<file path="src/core/dsrq_regs.svh">
// Register offsets, field layout and reset values of the software request block.
// Assumes inclusion by the package, the design modules and the bench.
// Behaviour
// RL1: Writing 1 to a burst request bit raises a burst request; 0 does nothing.
// RL2: Burst request bit reads 1 while that burst transfer runs, else 0.
// RL3: Writing 1 to a single request bit raises a single request; 0 is ignored.
// RL4: Single request bit reads 1 while that single transfer runs, else 0.
// RL5: Single request register has bits 0 to 15, bit n is request number n.
// RL6: Software must not request while hardware requests the same number.
// RL7: Software keeps burst bits at 0 for numbers without burst source.
// RL8: Software keeps single bits at 0 for numbers without single source.
// RL9: Burst request bit n maps one-to-one to request number n.
// RL10: While the global operate control is 0, registers are neither writable nor readable; the code locks out only the burst and single registers.
// RL11: Bits 31 to 16 are unused; write as 0, device ignores them.
`ifndef DSRQ_REGS_SVH
`define DSRQ_REGS_SVH
`define DSRQ_OFS_BURST 12'h000
`define DSRQ_OFS_SINGLE 12'h004
`define DSRQ_OFS_CONFIG 12'h008
`define DSRQ_CFG_OPERATE_BIT 0
`define DSRQ_REQ_RESET 16'h0000
`define DSRQ_CFG_RESET 1'b0
`define DSRQ_ADDR_MSB 11
`define DSRQ_REQ_MSB 15
`endif

</file>
<file path="src/core/dsrq_pkg.sv">
// Types shared by the software request block.
// Assumes the register header is on the include path.
`include "dsrq_regs.svh"
package dsrq_pkg;
    typedef logic [`DSRQ_REQ_MSB:0] dsrq_vec_type;
    typedef logic [`DSRQ_ADDR_MSB:0] dsrq_addr_type;
    typedef enum logic [1:0] {DSRQ_SEL_BURST, DSRQ_SEL_SINGLE, DSRQ_SEL_CONFIG, DSRQ_SEL_NONE}
        dsrq_sel_type;
endpackage : dsrq_pkg

</file>
<file path="src/core/dsrq_req_bank.sv">
// One bank of sixteen software request bits, set by software, cleared by the engine.
// Assumes done pulses come from the transfer engine on the same clock.
`timescale 1ns/1ps
`include "dsrq_regs.svh"
module dsrq_req_bank #(
    parameter int NUM_REQ = 16
) (
    input wire logic mclk_in,
    input wire logic sys_rst_in,
    input wire logic clk_en_in,
    input wire logic set_en_in,
    input wire logic [NUM_REQ-1:0] set_bits_in,
    input wire logic [NUM_REQ-1:0] done_in,
    output logic [NUM_REQ-1:0] pend_out
);
    logic [NUM_REQ-1:0] pend_reg;
    logic [NUM_REQ-1:0] pend_next;
    // Ones raise a request, zeros leave it; a set in the same cycle as done wins
    assign pend_next = (pend_reg & ~done_in) | (set_en_in ? set_bits_in : '0); // [RL1] [RL3]
    always_ff @(posedge mclk_in) begin
        if (sys_rst_in) begin
            pend_reg <= '0;
        end else if (clk_en_in) begin
            pend_reg <= pend_next;
        end
    end
    assign pend_out = pend_reg;

    a_set_raises: assert property (@(posedge mclk_in) disable iff (sys_rst_in) // [RL1]
        clk_en_in && set_en_in |=> ((pend_reg & $past(set_bits_in)) == $past(set_bits_in)))
        else $error("written request bit not raised");
    a_zero_no_clear: assert property (@(posedge mclk_in) disable iff (sys_rst_in) // [RL3]
        clk_en_in && ~|done_in |=> ((pend_reg & $past(pend_reg)) == $past(pend_reg)))
        else $error("request bit lost without done");
endmodule : dsrq_req_bank

</file>
<file path="src/core/dsrq_top.sv">
// Software burst and single request registers on an APB slave.
// Assumes the transfer engine pulses done per request number on mclk_in.
//
// Our own choices: the APB slave port and the address map.
`timescale 1ns/1ps
`include "dsrq_regs.svh"
module dsrq_top #(
    parameter int NUM_REQ = 16
) (
    input wire logic mclk_in,
    input wire logic sys_rst_in,
    input wire logic clk_en_in,
    input wire logic psel_in,
    input wire logic penable_in,
    input wire logic pwrite_in,
    input wire dsrq_pkg::dsrq_addr_type paddr_in,
    input wire logic [31:0] pwdata_in,
    input wire logic [3:0] pstrb_in,
    output logic [31:0] prdata_out,
    output logic pready_out,
    output logic pslverr_out,
    input wire logic [NUM_REQ-1:0] burst_done_in,
    input wire logic [NUM_REQ-1:0] single_done_in,
    output logic [NUM_REQ-1:0] burst_req_out,
    output logic [NUM_REQ-1:0] single_req_out,
    output logic operate_out
);
    import dsrq_pkg::*;

    function automatic dsrq_sel_type dsrq_decode(input dsrq_addr_type a);
        case (a)
            `DSRQ_OFS_BURST: dsrq_decode = DSRQ_SEL_BURST;
            `DSRQ_OFS_SINGLE: dsrq_decode = DSRQ_SEL_SINGLE;
            `DSRQ_OFS_CONFIG: dsrq_decode = DSRQ_SEL_CONFIG;
            default: dsrq_decode = DSRQ_SEL_NONE;
        endcase
    endfunction : dsrq_decode

    logic operate_reg;
    logic pready_reg;
    logic pslverr_reg;
    logic [31:0] prdata_reg;
    logic [NUM_REQ-1:0] burst_pend;
    logic [NUM_REQ-1:0] single_pend;
    logic [31:0] rdata_next;

    wire dsrq_sel_type sel = dsrq_decode(paddr_in);
    wire access_ph = psel_in && penable_in && !pready_reg;
    // Request registers are locked out while the controller is stopped
    wire req_sel = (sel == DSRQ_SEL_BURST) || (sel == DSRQ_SEL_SINGLE);
    wire blocked = req_sel && !operate_reg; // [RL10]
    wire bad_acc = (sel == DSRQ_SEL_NONE) || blocked;
    wire wr_ok = access_ph && pwrite_in && !bad_acc;
    wire low_lanes = pstrb_in[0] || pstrb_in[1];
    // Upper half of write data is never looked at
    wire [NUM_REQ-1:0] wr_bits = pwdata_in[NUM_REQ-1:0]; // [RL11]
    wire burst_wr = wr_ok && (sel == DSRQ_SEL_BURST) && low_lanes; // [RL9]
    wire single_wr = wr_ok && (sel == DSRQ_SEL_SINGLE) && low_lanes; // [RL5]
    wire cfg_wr = wr_ok && (sel == DSRQ_SEL_CONFIG) && pstrb_in[0];

    always_comb begin
        rdata_next = 32'h0000_0000;
        case (sel)
            DSRQ_SEL_BURST: if (operate_reg) rdata_next[NUM_REQ-1:0] = burst_pend; // [RL2]
            DSRQ_SEL_SINGLE: if (operate_reg) rdata_next[NUM_REQ-1:0] = single_pend; // [RL4]
            DSRQ_SEL_CONFIG: rdata_next[`DSRQ_CFG_OPERATE_BIT] = operate_reg;
            default: rdata_next = 32'h0000_0000;
        endcase
    end

    dsrq_req_bank #(.NUM_REQ(NUM_REQ)) u_burst (
        .mclk_in(mclk_in),
        .sys_rst_in(sys_rst_in),
        .clk_en_in(clk_en_in),
        .set_en_in(burst_wr),
        .set_bits_in(wr_bits),
        .done_in(burst_done_in),
        .pend_out(burst_pend)
    );

    dsrq_req_bank #(.NUM_REQ(NUM_REQ)) u_single (
        .mclk_in(mclk_in),
        .sys_rst_in(sys_rst_in),
        .clk_en_in(clk_en_in),
        .set_en_in(single_wr),
        .set_bits_in(wr_bits),
        .done_in(single_done_in),
        .pend_out(single_pend)
    );

    always_ff @(posedge mclk_in) begin
        if (sys_rst_in) begin
            operate_reg <= `DSRQ_CFG_RESET;
            pready_reg <= 1'b0;
            pslverr_reg <= 1'b0;
            prdata_reg <= 32'h0000_0000;
        end else if (clk_en_in) begin
            pready_reg <= access_ph;
            pslverr_reg <= access_ph && bad_acc;
            prdata_reg <= (access_ph && !pwrite_in && !bad_acc) ? rdata_next : 32'h0000_0000;
            if (cfg_wr) begin
                operate_reg <= pwdata_in[`DSRQ_CFG_OPERATE_BIT];
            end
        end
    end

    assign prdata_out = prdata_reg;
    assign pready_out = pready_reg;
    assign pslverr_out = pslverr_reg;
    assign burst_req_out = burst_pend;
    assign single_req_out = single_pend;
    assign operate_out = operate_reg;

    // Refusal while stopped and read-back of the pending levels
    a_stopped_no_write: assert property (@(posedge mclk_in) disable iff (sys_rst_in) // [RL10]
        clk_en_in && !operate_reg && ~|burst_done_in && ~|single_done_in
        |=> $stable(burst_req_out) && $stable(single_req_out))
        else $error("request written while stopped");
    a_stopped_read_err: assert property (@(posedge mclk_in) disable iff (sys_rst_in) // [RL10]
        clk_en_in && access_ph && req_sel && !operate_reg
        |=> pready_out && pslverr_out && prdata_out == 32'h0000_0000)
        else $error("stopped access not refused");
    a_burst_readback: assert property (@(posedge mclk_in) disable iff (sys_rst_in) // [RL2]
        clk_en_in && access_ph && !pwrite_in && sel == DSRQ_SEL_BURST && operate_reg
        |=> prdata_out == {16'h0000, $past(burst_pend)})
        else $error("burst read mismatch");
    a_single_readback: assert property (@(posedge mclk_in) disable iff (sys_rst_in) // [RL4]
        clk_en_in && access_ph && !pwrite_in && sel == DSRQ_SEL_SINGLE && operate_reg
        |=> prdata_out == {16'h0000, $past(single_pend)})
        else $error("single read mismatch");
    a_burst_map: assert property (@(posedge mclk_in) disable iff (sys_rst_in) // [RL9]
        clk_en_in && burst_wr |=> (burst_req_out & $past(wr_bits)) == $past(wr_bits))
        else $error("burst bit to request mismatch");
    a_single_map: assert property (@(posedge mclk_in) disable iff (sys_rst_in) // [RL5]
        clk_en_in && single_wr |=> (single_req_out & $past(wr_bits)) == $past(wr_bits))
        else $error("single bit to request mismatch");
    a_ready_one: assert property (@(posedge mclk_in) disable iff (sys_rst_in)
        clk_en_in && psel_in && penable_in && !pready_out |=> pready_out ##1 !pready_out)
        else $error("pready not one cycle");
    a_upper_ignored: assert property (@(posedge mclk_in) disable iff (sys_rst_in) // [RL11]
        clk_en_in && access_ph && !pwrite_in |=> prdata_out[31:16] == 16'h0000)
        else $error("upper bits not zero");

    // Writes of zero, engine completion and spontaneous changes of the pending levels
    a_burst_zero_keep: assert property (@(posedge mclk_in) disable iff (sys_rst_in) // [RL1]
        clk_en_in && burst_wr && ~|burst_done_in
        |=> (burst_req_out & $past(burst_req_out)) == $past(burst_req_out))
        else $error("burst write cleared a pending bit");
    a_single_zero_keep: assert property (@(posedge mclk_in) disable iff (sys_rst_in) // [RL3]
        clk_en_in && single_wr && ~|single_done_in
        |=> (single_req_out & $past(single_req_out)) == $past(single_req_out))
        else $error("single write cleared a pending bit");
    a_burst_no_raise: assert property (@(posedge mclk_in) disable iff (sys_rst_in) // [RL1]
        clk_en_in && !burst_wr && ~|burst_done_in
        |=> $stable(burst_req_out))
        else $error("burst request changed without write or done");
    a_single_no_raise: assert property (@(posedge mclk_in) disable iff (sys_rst_in) // [RL3]
        clk_en_in && !single_wr && ~|single_done_in
        |=> $stable(single_req_out))
        else $error("single request changed without write or done");
    a_burst_done_clear: assert property (@(posedge mclk_in) disable iff (sys_rst_in) // [RL2]
        clk_en_in && !burst_wr && |burst_done_in
        |=> (burst_req_out & $past(burst_done_in)) == {NUM_REQ{1'b0}})
        else $error("burst request kept after done");
    a_single_done_clear: assert property (@(posedge mclk_in) disable iff (sys_rst_in) // [RL4]
        clk_en_in && !single_wr && |single_done_in
        |=> (single_req_out & $past(single_done_in)) == {NUM_REQ{1'b0}})
        else $error("single request kept after done");

    // Bus answer shape
    a_error_with_ready: assert property (@(posedge mclk_in) disable iff (sys_rst_in)
        pslverr_out
        |-> pready_out)
        else $error("pslverr without pready");
    a_idle_rdata_zero: assert property (@(posedge mclk_in) disable iff (sys_rst_in)
        !pready_out
        |-> prdata_out == 32'h0000_0000)
        else $error("read data outside answer cycle");
    a_error_rdata_zero: assert property (@(posedge mclk_in) disable iff (sys_rst_in) // [RL10]
        pslverr_out
        |-> prdata_out == 32'h0000_0000)
        else $error("refused access returned data");
    a_unmapped_err: assert property (@(posedge mclk_in) disable iff (sys_rst_in)
        clk_en_in && access_ph && sel == DSRQ_SEL_NONE
        |=> pready_out && pslverr_out)
        else $error("unmapped access not refused");
    a_config_write: assert property (@(posedge mclk_in) disable iff (sys_rst_in)
        clk_en_in && cfg_wr
        |=> operate_out == $past(pwdata_in[`DSRQ_CFG_OPERATE_BIT]))
        else $error("operate bit not written");

    // Reset clears and a low clock enable holds every output
    a_reset_clears: assert property (@(posedge mclk_in)
        sys_rst_in
        |=> !pready_out && !pslverr_out && prdata_out == 32'h0000_0000 && !operate_out
            && burst_req_out == {NUM_REQ{1'b0}} && single_req_out == {NUM_REQ{1'b0}})
        else $error("outputs not cleared by reset");
    a_freeze_ready: assert property (@(posedge mclk_in) disable iff (sys_rst_in)
        !clk_en_in
        |=> $stable(pready_out))
        else $error("pready moved while frozen");
    a_freeze_error: assert property (@(posedge mclk_in) disable iff (sys_rst_in)
        !clk_en_in
        |=> $stable(pslverr_out))
        else $error("pslverr moved while frozen");
    a_freeze_rdata: assert property (@(posedge mclk_in) disable iff (sys_rst_in)
        !clk_en_in
        |=> $stable(prdata_out))
        else $error("read data moved while frozen");
    a_freeze_operate: assert property (@(posedge mclk_in) disable iff (sys_rst_in)
        !clk_en_in
        |=> $stable(operate_out))
        else $error("operate bit moved while frozen");
    a_freeze_burst: assert property (@(posedge mclk_in) disable iff (sys_rst_in)
        !clk_en_in
        |=> $stable(burst_req_out))
        else $error("burst request moved while frozen");
    a_freeze_single: assert property (@(posedge mclk_in) disable iff (sys_rst_in)
        !clk_en_in
        |=> $stable(single_req_out))
        else $error("single request moved while frozen");
endmodule : dsrq_top

</file>
<file path="config.mk">
export PLATFORM = sky130hd
export DESIGN_NAME = dsrq_top
export DESIGN_NICKNAME = d
export VERILOG_FILES = /design/src/core/dsrq_pkg.sv /design/src/core/dsrq_req_bank.sv /design/src/core/dsrq_top.sv
export VERILOG_INCLUDE_DIRS = /design/src /design/src/core
export SDC_FILE = /design/constraint.sdc
export NUM_CORES = 1
export LEC_CHECK = 0
export BUFFER_PORTS_ARGS = -buffer_cell sky130_fd_sc_hd__buf_2
export CAP_MARGIN = 20
export CORE_MARGIN = 2
export CORE_UTILIZATION = 39
export CTS_CLUSTER_SIZE = 10
export DETAILED_ROUTE_END_ITERATION = 10
export HOLD_SLACK_MARGIN = 0.1
export PLACE_DENSITY = 0.82
export REMOVE_ABC_BUFFERS = 1
export SLEW_MARGIN = 15
export SYNTH_ARGS = -nofsm -noshare
export SYNTH_HDL_FRONTEND = slang
export SYNTH_HIERARCHICAL = 1
export SYNTH_SLANG_ARGS = --single-unit
</file>
<file path="constraint.sdc">
create_clock -name mclk_in -period 2.35 [get_ports mclk_in]
set_input_delay 0.5875 -clock mclk_in [delete_from_list [all_inputs] [get_ports mclk_in]]
set_output_delay 0.5875 -clock mclk_in [all_outputs]
set_load 0.005 [all_outputs]
</file>
==> metrics.md <==
| Metric | Value |
|---|---|
| Status | completed |
| Crit path max fanout | 9 |
| CP Buf/Inv Count | 2 |
| Pre-Repair DR Iteration Count | 4 |
| IO Count | around 150 |
| Sw frac | between 20% and 30% |
| CP endpoint kind | register |
| Vias in the first global route | 2282 |
| Detail Route Antenna Nets | 0 |
| Worst-path clk slew | approximately 0.09 ns |
| NetSw | 0.371 mW |
| Unrepaired setup endpoints after global routing | no |
| CP max-delay cell | or4_4 |
| Clock network power share | between 30% and 40% |
| Share of cells above drive strength 1 | 45.1% |
| Ant. Diodes | 0 |
| Yosys warns | 6 |
| Tot Pwr | 1.56 mW |
| Post-DP HPWL | 4.94 mm |
| Clock Tree Buf Depth | 2 |
| Die X | 84.1 um |
| TritonCTS clock tree | yes |
| Resized Gates After CTS | 0 |
| CTS Sinks | 51 |
| Fin nets | 464 |
| Starting Density | 39.8% |
| Final clock skew | 0.00400 ns |
| Sequential fraction of the synthesis area | between 40% and 50% |
| Via count | 2297 |
| Max Freq | 461 MHz |
| Cell total after placement | 448 |
| Slew HR | 60.7% |
| Crit Path Category | in -> reg |
| Setup ws final | approximately 0.18 ns |
| Crit path arrival time | 2.41 ns |
| Startpoint Class | input pin |
| Final WL | 6.50 mm |
| Initial antenna violation count | 0 |
| Top Family by Delay on Critical Path | simple AND/OR/NAND/NOR gates |
| Post-place setup slack | -0.145 ns |
| Slew @ Worst Pin | 0.590 ns |
| Hold Path Class | reg -> reg |
| Number of DRC markers in iteration 0 | 42 |
| DR vias/cell | a little over 5 |
| Max Cap Viol | 0 |
| Power Dens Cells | 487 nW/um^2 |
| Die area | 7070 sq um |
| Slowest stage delay, CP | 0.57 ns |
| Seq cells post-synth | 51 |
| Routed WL per cell | between 10 and 15 um |
| Final Setup Violations | 0 |
| H-tree depth | 2 |
| CTS Buf Count | 5 |
| Global placer's final weighted congestion | around 0.88 |
| Postcts setup bufs | 0 |
| Critical-path cell list | buf_2, nor4_2, o2111ai_2, or4_4, nor2_2, buf_4, nand3_1, a21oi_2 |
| Cts-stage hold buffer count | 0 |
| Final core occ | 51.0% |
| All-Layer GR Usage | between 15 and 20% |
| Total gr overflow | 0 |
| Tcrit/Tclk final | 92.2% |
| Comb pwr share | 8.9% |
| Part of the power in registers | 55.5% |
| Cells after Synth | 260 |
| Leak Pwr | 1.44 nW |
| Root buf cell | clkbuf_8 |
| Layout Area Growth over Synthesis | 28.0% |
| WP data required | 2.59 ns |
| Synth unique cells | 36 |
| Port buffer count | around 120 |
| Fin. Hold Viols | 0 |
| Max rail drop VDD | ~270 uV |
| Final min period | about 2.2 ns |
| Drt drc | 0 |
| Mapped Avg Cell Area | 9.62 sq um |
| Hold slack final | roughly 0.45 ns |
| Die Height | 84.1 um |
| P_int | about 1.2 mW |
| Core area | roughly 6300 sq um |
| Fill count | a little over 600 |
| Syn Std Cell Area | roughly 2500 sq um |
| Post-route insts no fill | 456 |
| Largest net degree at the start of global routing | 59 |
| Placement Rows | 29 |
| Fin. max-slew vios | 0 |
| Worst-Skew Late Latency | 0.30 ns |
| First-pass GRT wire length | 10.6 mm |
==> flip-flops by register name, indices dropped and copies added, names as in the netlist <==
name,count
operate_out,1
prdata_out,16
pready_out,1
pslverr_out,1
u_burst/pend_out,16
u_single/pend_out,16
==> power groups by stage <==
stage / Clock (mW) / Combinational (mW) / Sequential (mW)
floorplan: 0 / 0.0245 / 0.886
global placement: 0 / 0.136 / 0.886
detailed placement: 0 / 0.140 / 0.886
CTS: 0.572 / 0.140 / 0.866
global route: 0.605 / 0.154 / 0.866
finish: 0.555 / 0.139 / 0.866
==> layer usage <==
metal | vias up | track usage [%] | routed length, um
li1 | 1125 | - | -
met1 | 1078 | 22.4 | 2800
met2 | 87 | 32.7 | 3230
met3 | 7 | 4.55 | 397
met4 | 0 | 4.84 | 76
met5 | - | 0 | 0
==> logic make-up after synthesis <==
family | synth area share, %
muxes | 6.40
other | 0.150
and+or+nand+nor | 15.3
AOI/OAI and AO/OA | 27.4
DFF | 40.8
buffers and inverters | 9.96
==> layout by cell type (no fill, tap or decap), types with 2 or more instances in the layout <==
master	synthesis	final
nand2_1	18	18
nand3_1	30	30
a21bo_2	4	4
a21oi_2	20	20
nor2b_1	2	2
a21oi_1	14	14
buf_2	2	118
clkbuf_8	0	7
nand3_2	2	2
nor2_1	4	2
a21bo_1	28	28
o21ai_0	16	16
conb_1	1	16
nand2b_1	4	4
dfxtp_1	51	51
mux2i_1	16	16
nor2_2	0	2
inv_1	2	2
buf_4	23	12
==> synth_stat cells <==
| cell type | count | area (sq um) |
|---|---|---|
| dfxtp_1 | 51 | 1020 |
| nor4_1 | 1 | 6.26 |
| nand3_1 | 30 | 150 |
| a21oi_2 | 20 | 175 |
| conb_1 | 1 | 3.75 |
| nor2_1 | 4 | 15.0 |
| buf_2 | 2 | 10.0 |
| nor2b_1 | 2 | 12.5 |
| clkbuf_4 | 2 | 15.0 |
| and2_1 | 1 | 6.26 |
| buf_4 | 23 | 173 |
| nor4_4 | 1 | 21.3 |
| inv_1 | 2 | 7.51 |
| clkbuf_1 | 2 | 7.51 |
| o2111ai_2 | 1 | 15.0 |
| clkbuf_2 | 2 | 10.0 |
| or4_4 | 1 | 11.3 |
| a21oi_1 | 14 | 70.1 |
| a21bo_2 | 4 | 40.0 |
| a21o_1 | 1 | 7.51 |
| and3_2 | 1 | 7.51 |
| o211ai_1 | 1 | 7.51 |
| nand4b_1 | 1 | 8.76 |
| nand2_1 | 18 | 67.6 |
| o21ai_0 | 16 | 80.1 |
| buf_1 | 1 | 3.75 |
| or2b_1 | 1 | 7.51 |
| nor3_1 | 1 | 5.00 |
| o311ai_0 | 1 | 8.76 |
| mux2i_1 | 16 | 160 |
| nand3_2 | 2 | 20.0 |
| nand4_1 | 1 | 6.26 |
| nor4_2 | 1 | 12.5 |
| nand2b_1 | 4 | 25.0 |
| a21bo_1 | 28 | 280 |
| buf_6 | 2 | 22.5 |
==> through the flow <==
step	TNS (ns)	instance area [sq um]
4_1_cts	0	3200
2_1_floorplan	-4.88	2320
6_report	0	3200
3_3_place_gp	-0.544	3100
5_1_grt	0	3200
3_5_place_dp	-3.38	3100
==> area by class of cell <==
type	instances	area [sq um]	share of cell area [%]
Clock buffer	7	96.3	3.01
Clock inverter	1	7.51	0.234
Inverter	2	7.51	0.234
Multi-Input combinational cell	188	1290	40.4
Sequential cell	51	1020	31.9
Tap cell	77	96.3	3.01
Timing Repair Buffer	130	681	21.3
==> tightest hold or removal path: cells and delay by family (launching register included) <==
family,cells,cell delay [ns]
AND/OR/NAND/NOR,1,0.04
AO/OA/AOI/OAI,1,0.05
flip-flops,1,0.33
==> worst paths after layout <==
check                                   start                           endpoint  slack (ns)  cells after the start
setup / recovery                 paddr_in[11]  u_single/pend_out[6]$_SDFFE_PP0P_        0.18                      8
hold / removal    prdata_out[13]$_SDFFE_PP0P_        prdata_out[13]$_SDFFE_PP0P_        0.45                      2
setup reg to reg     operate_out$_SDFFE_PP0P_  u_single/pend_out[6]$_SDFFE_PP0P_        0.43                      7
hold reg to reg   prdata_out[13]$_SDFFE_PP0P_        prdata_out[13]$_SDFFE_PP0P_        0.45                      2
Power figures use the tool's default switching activity.
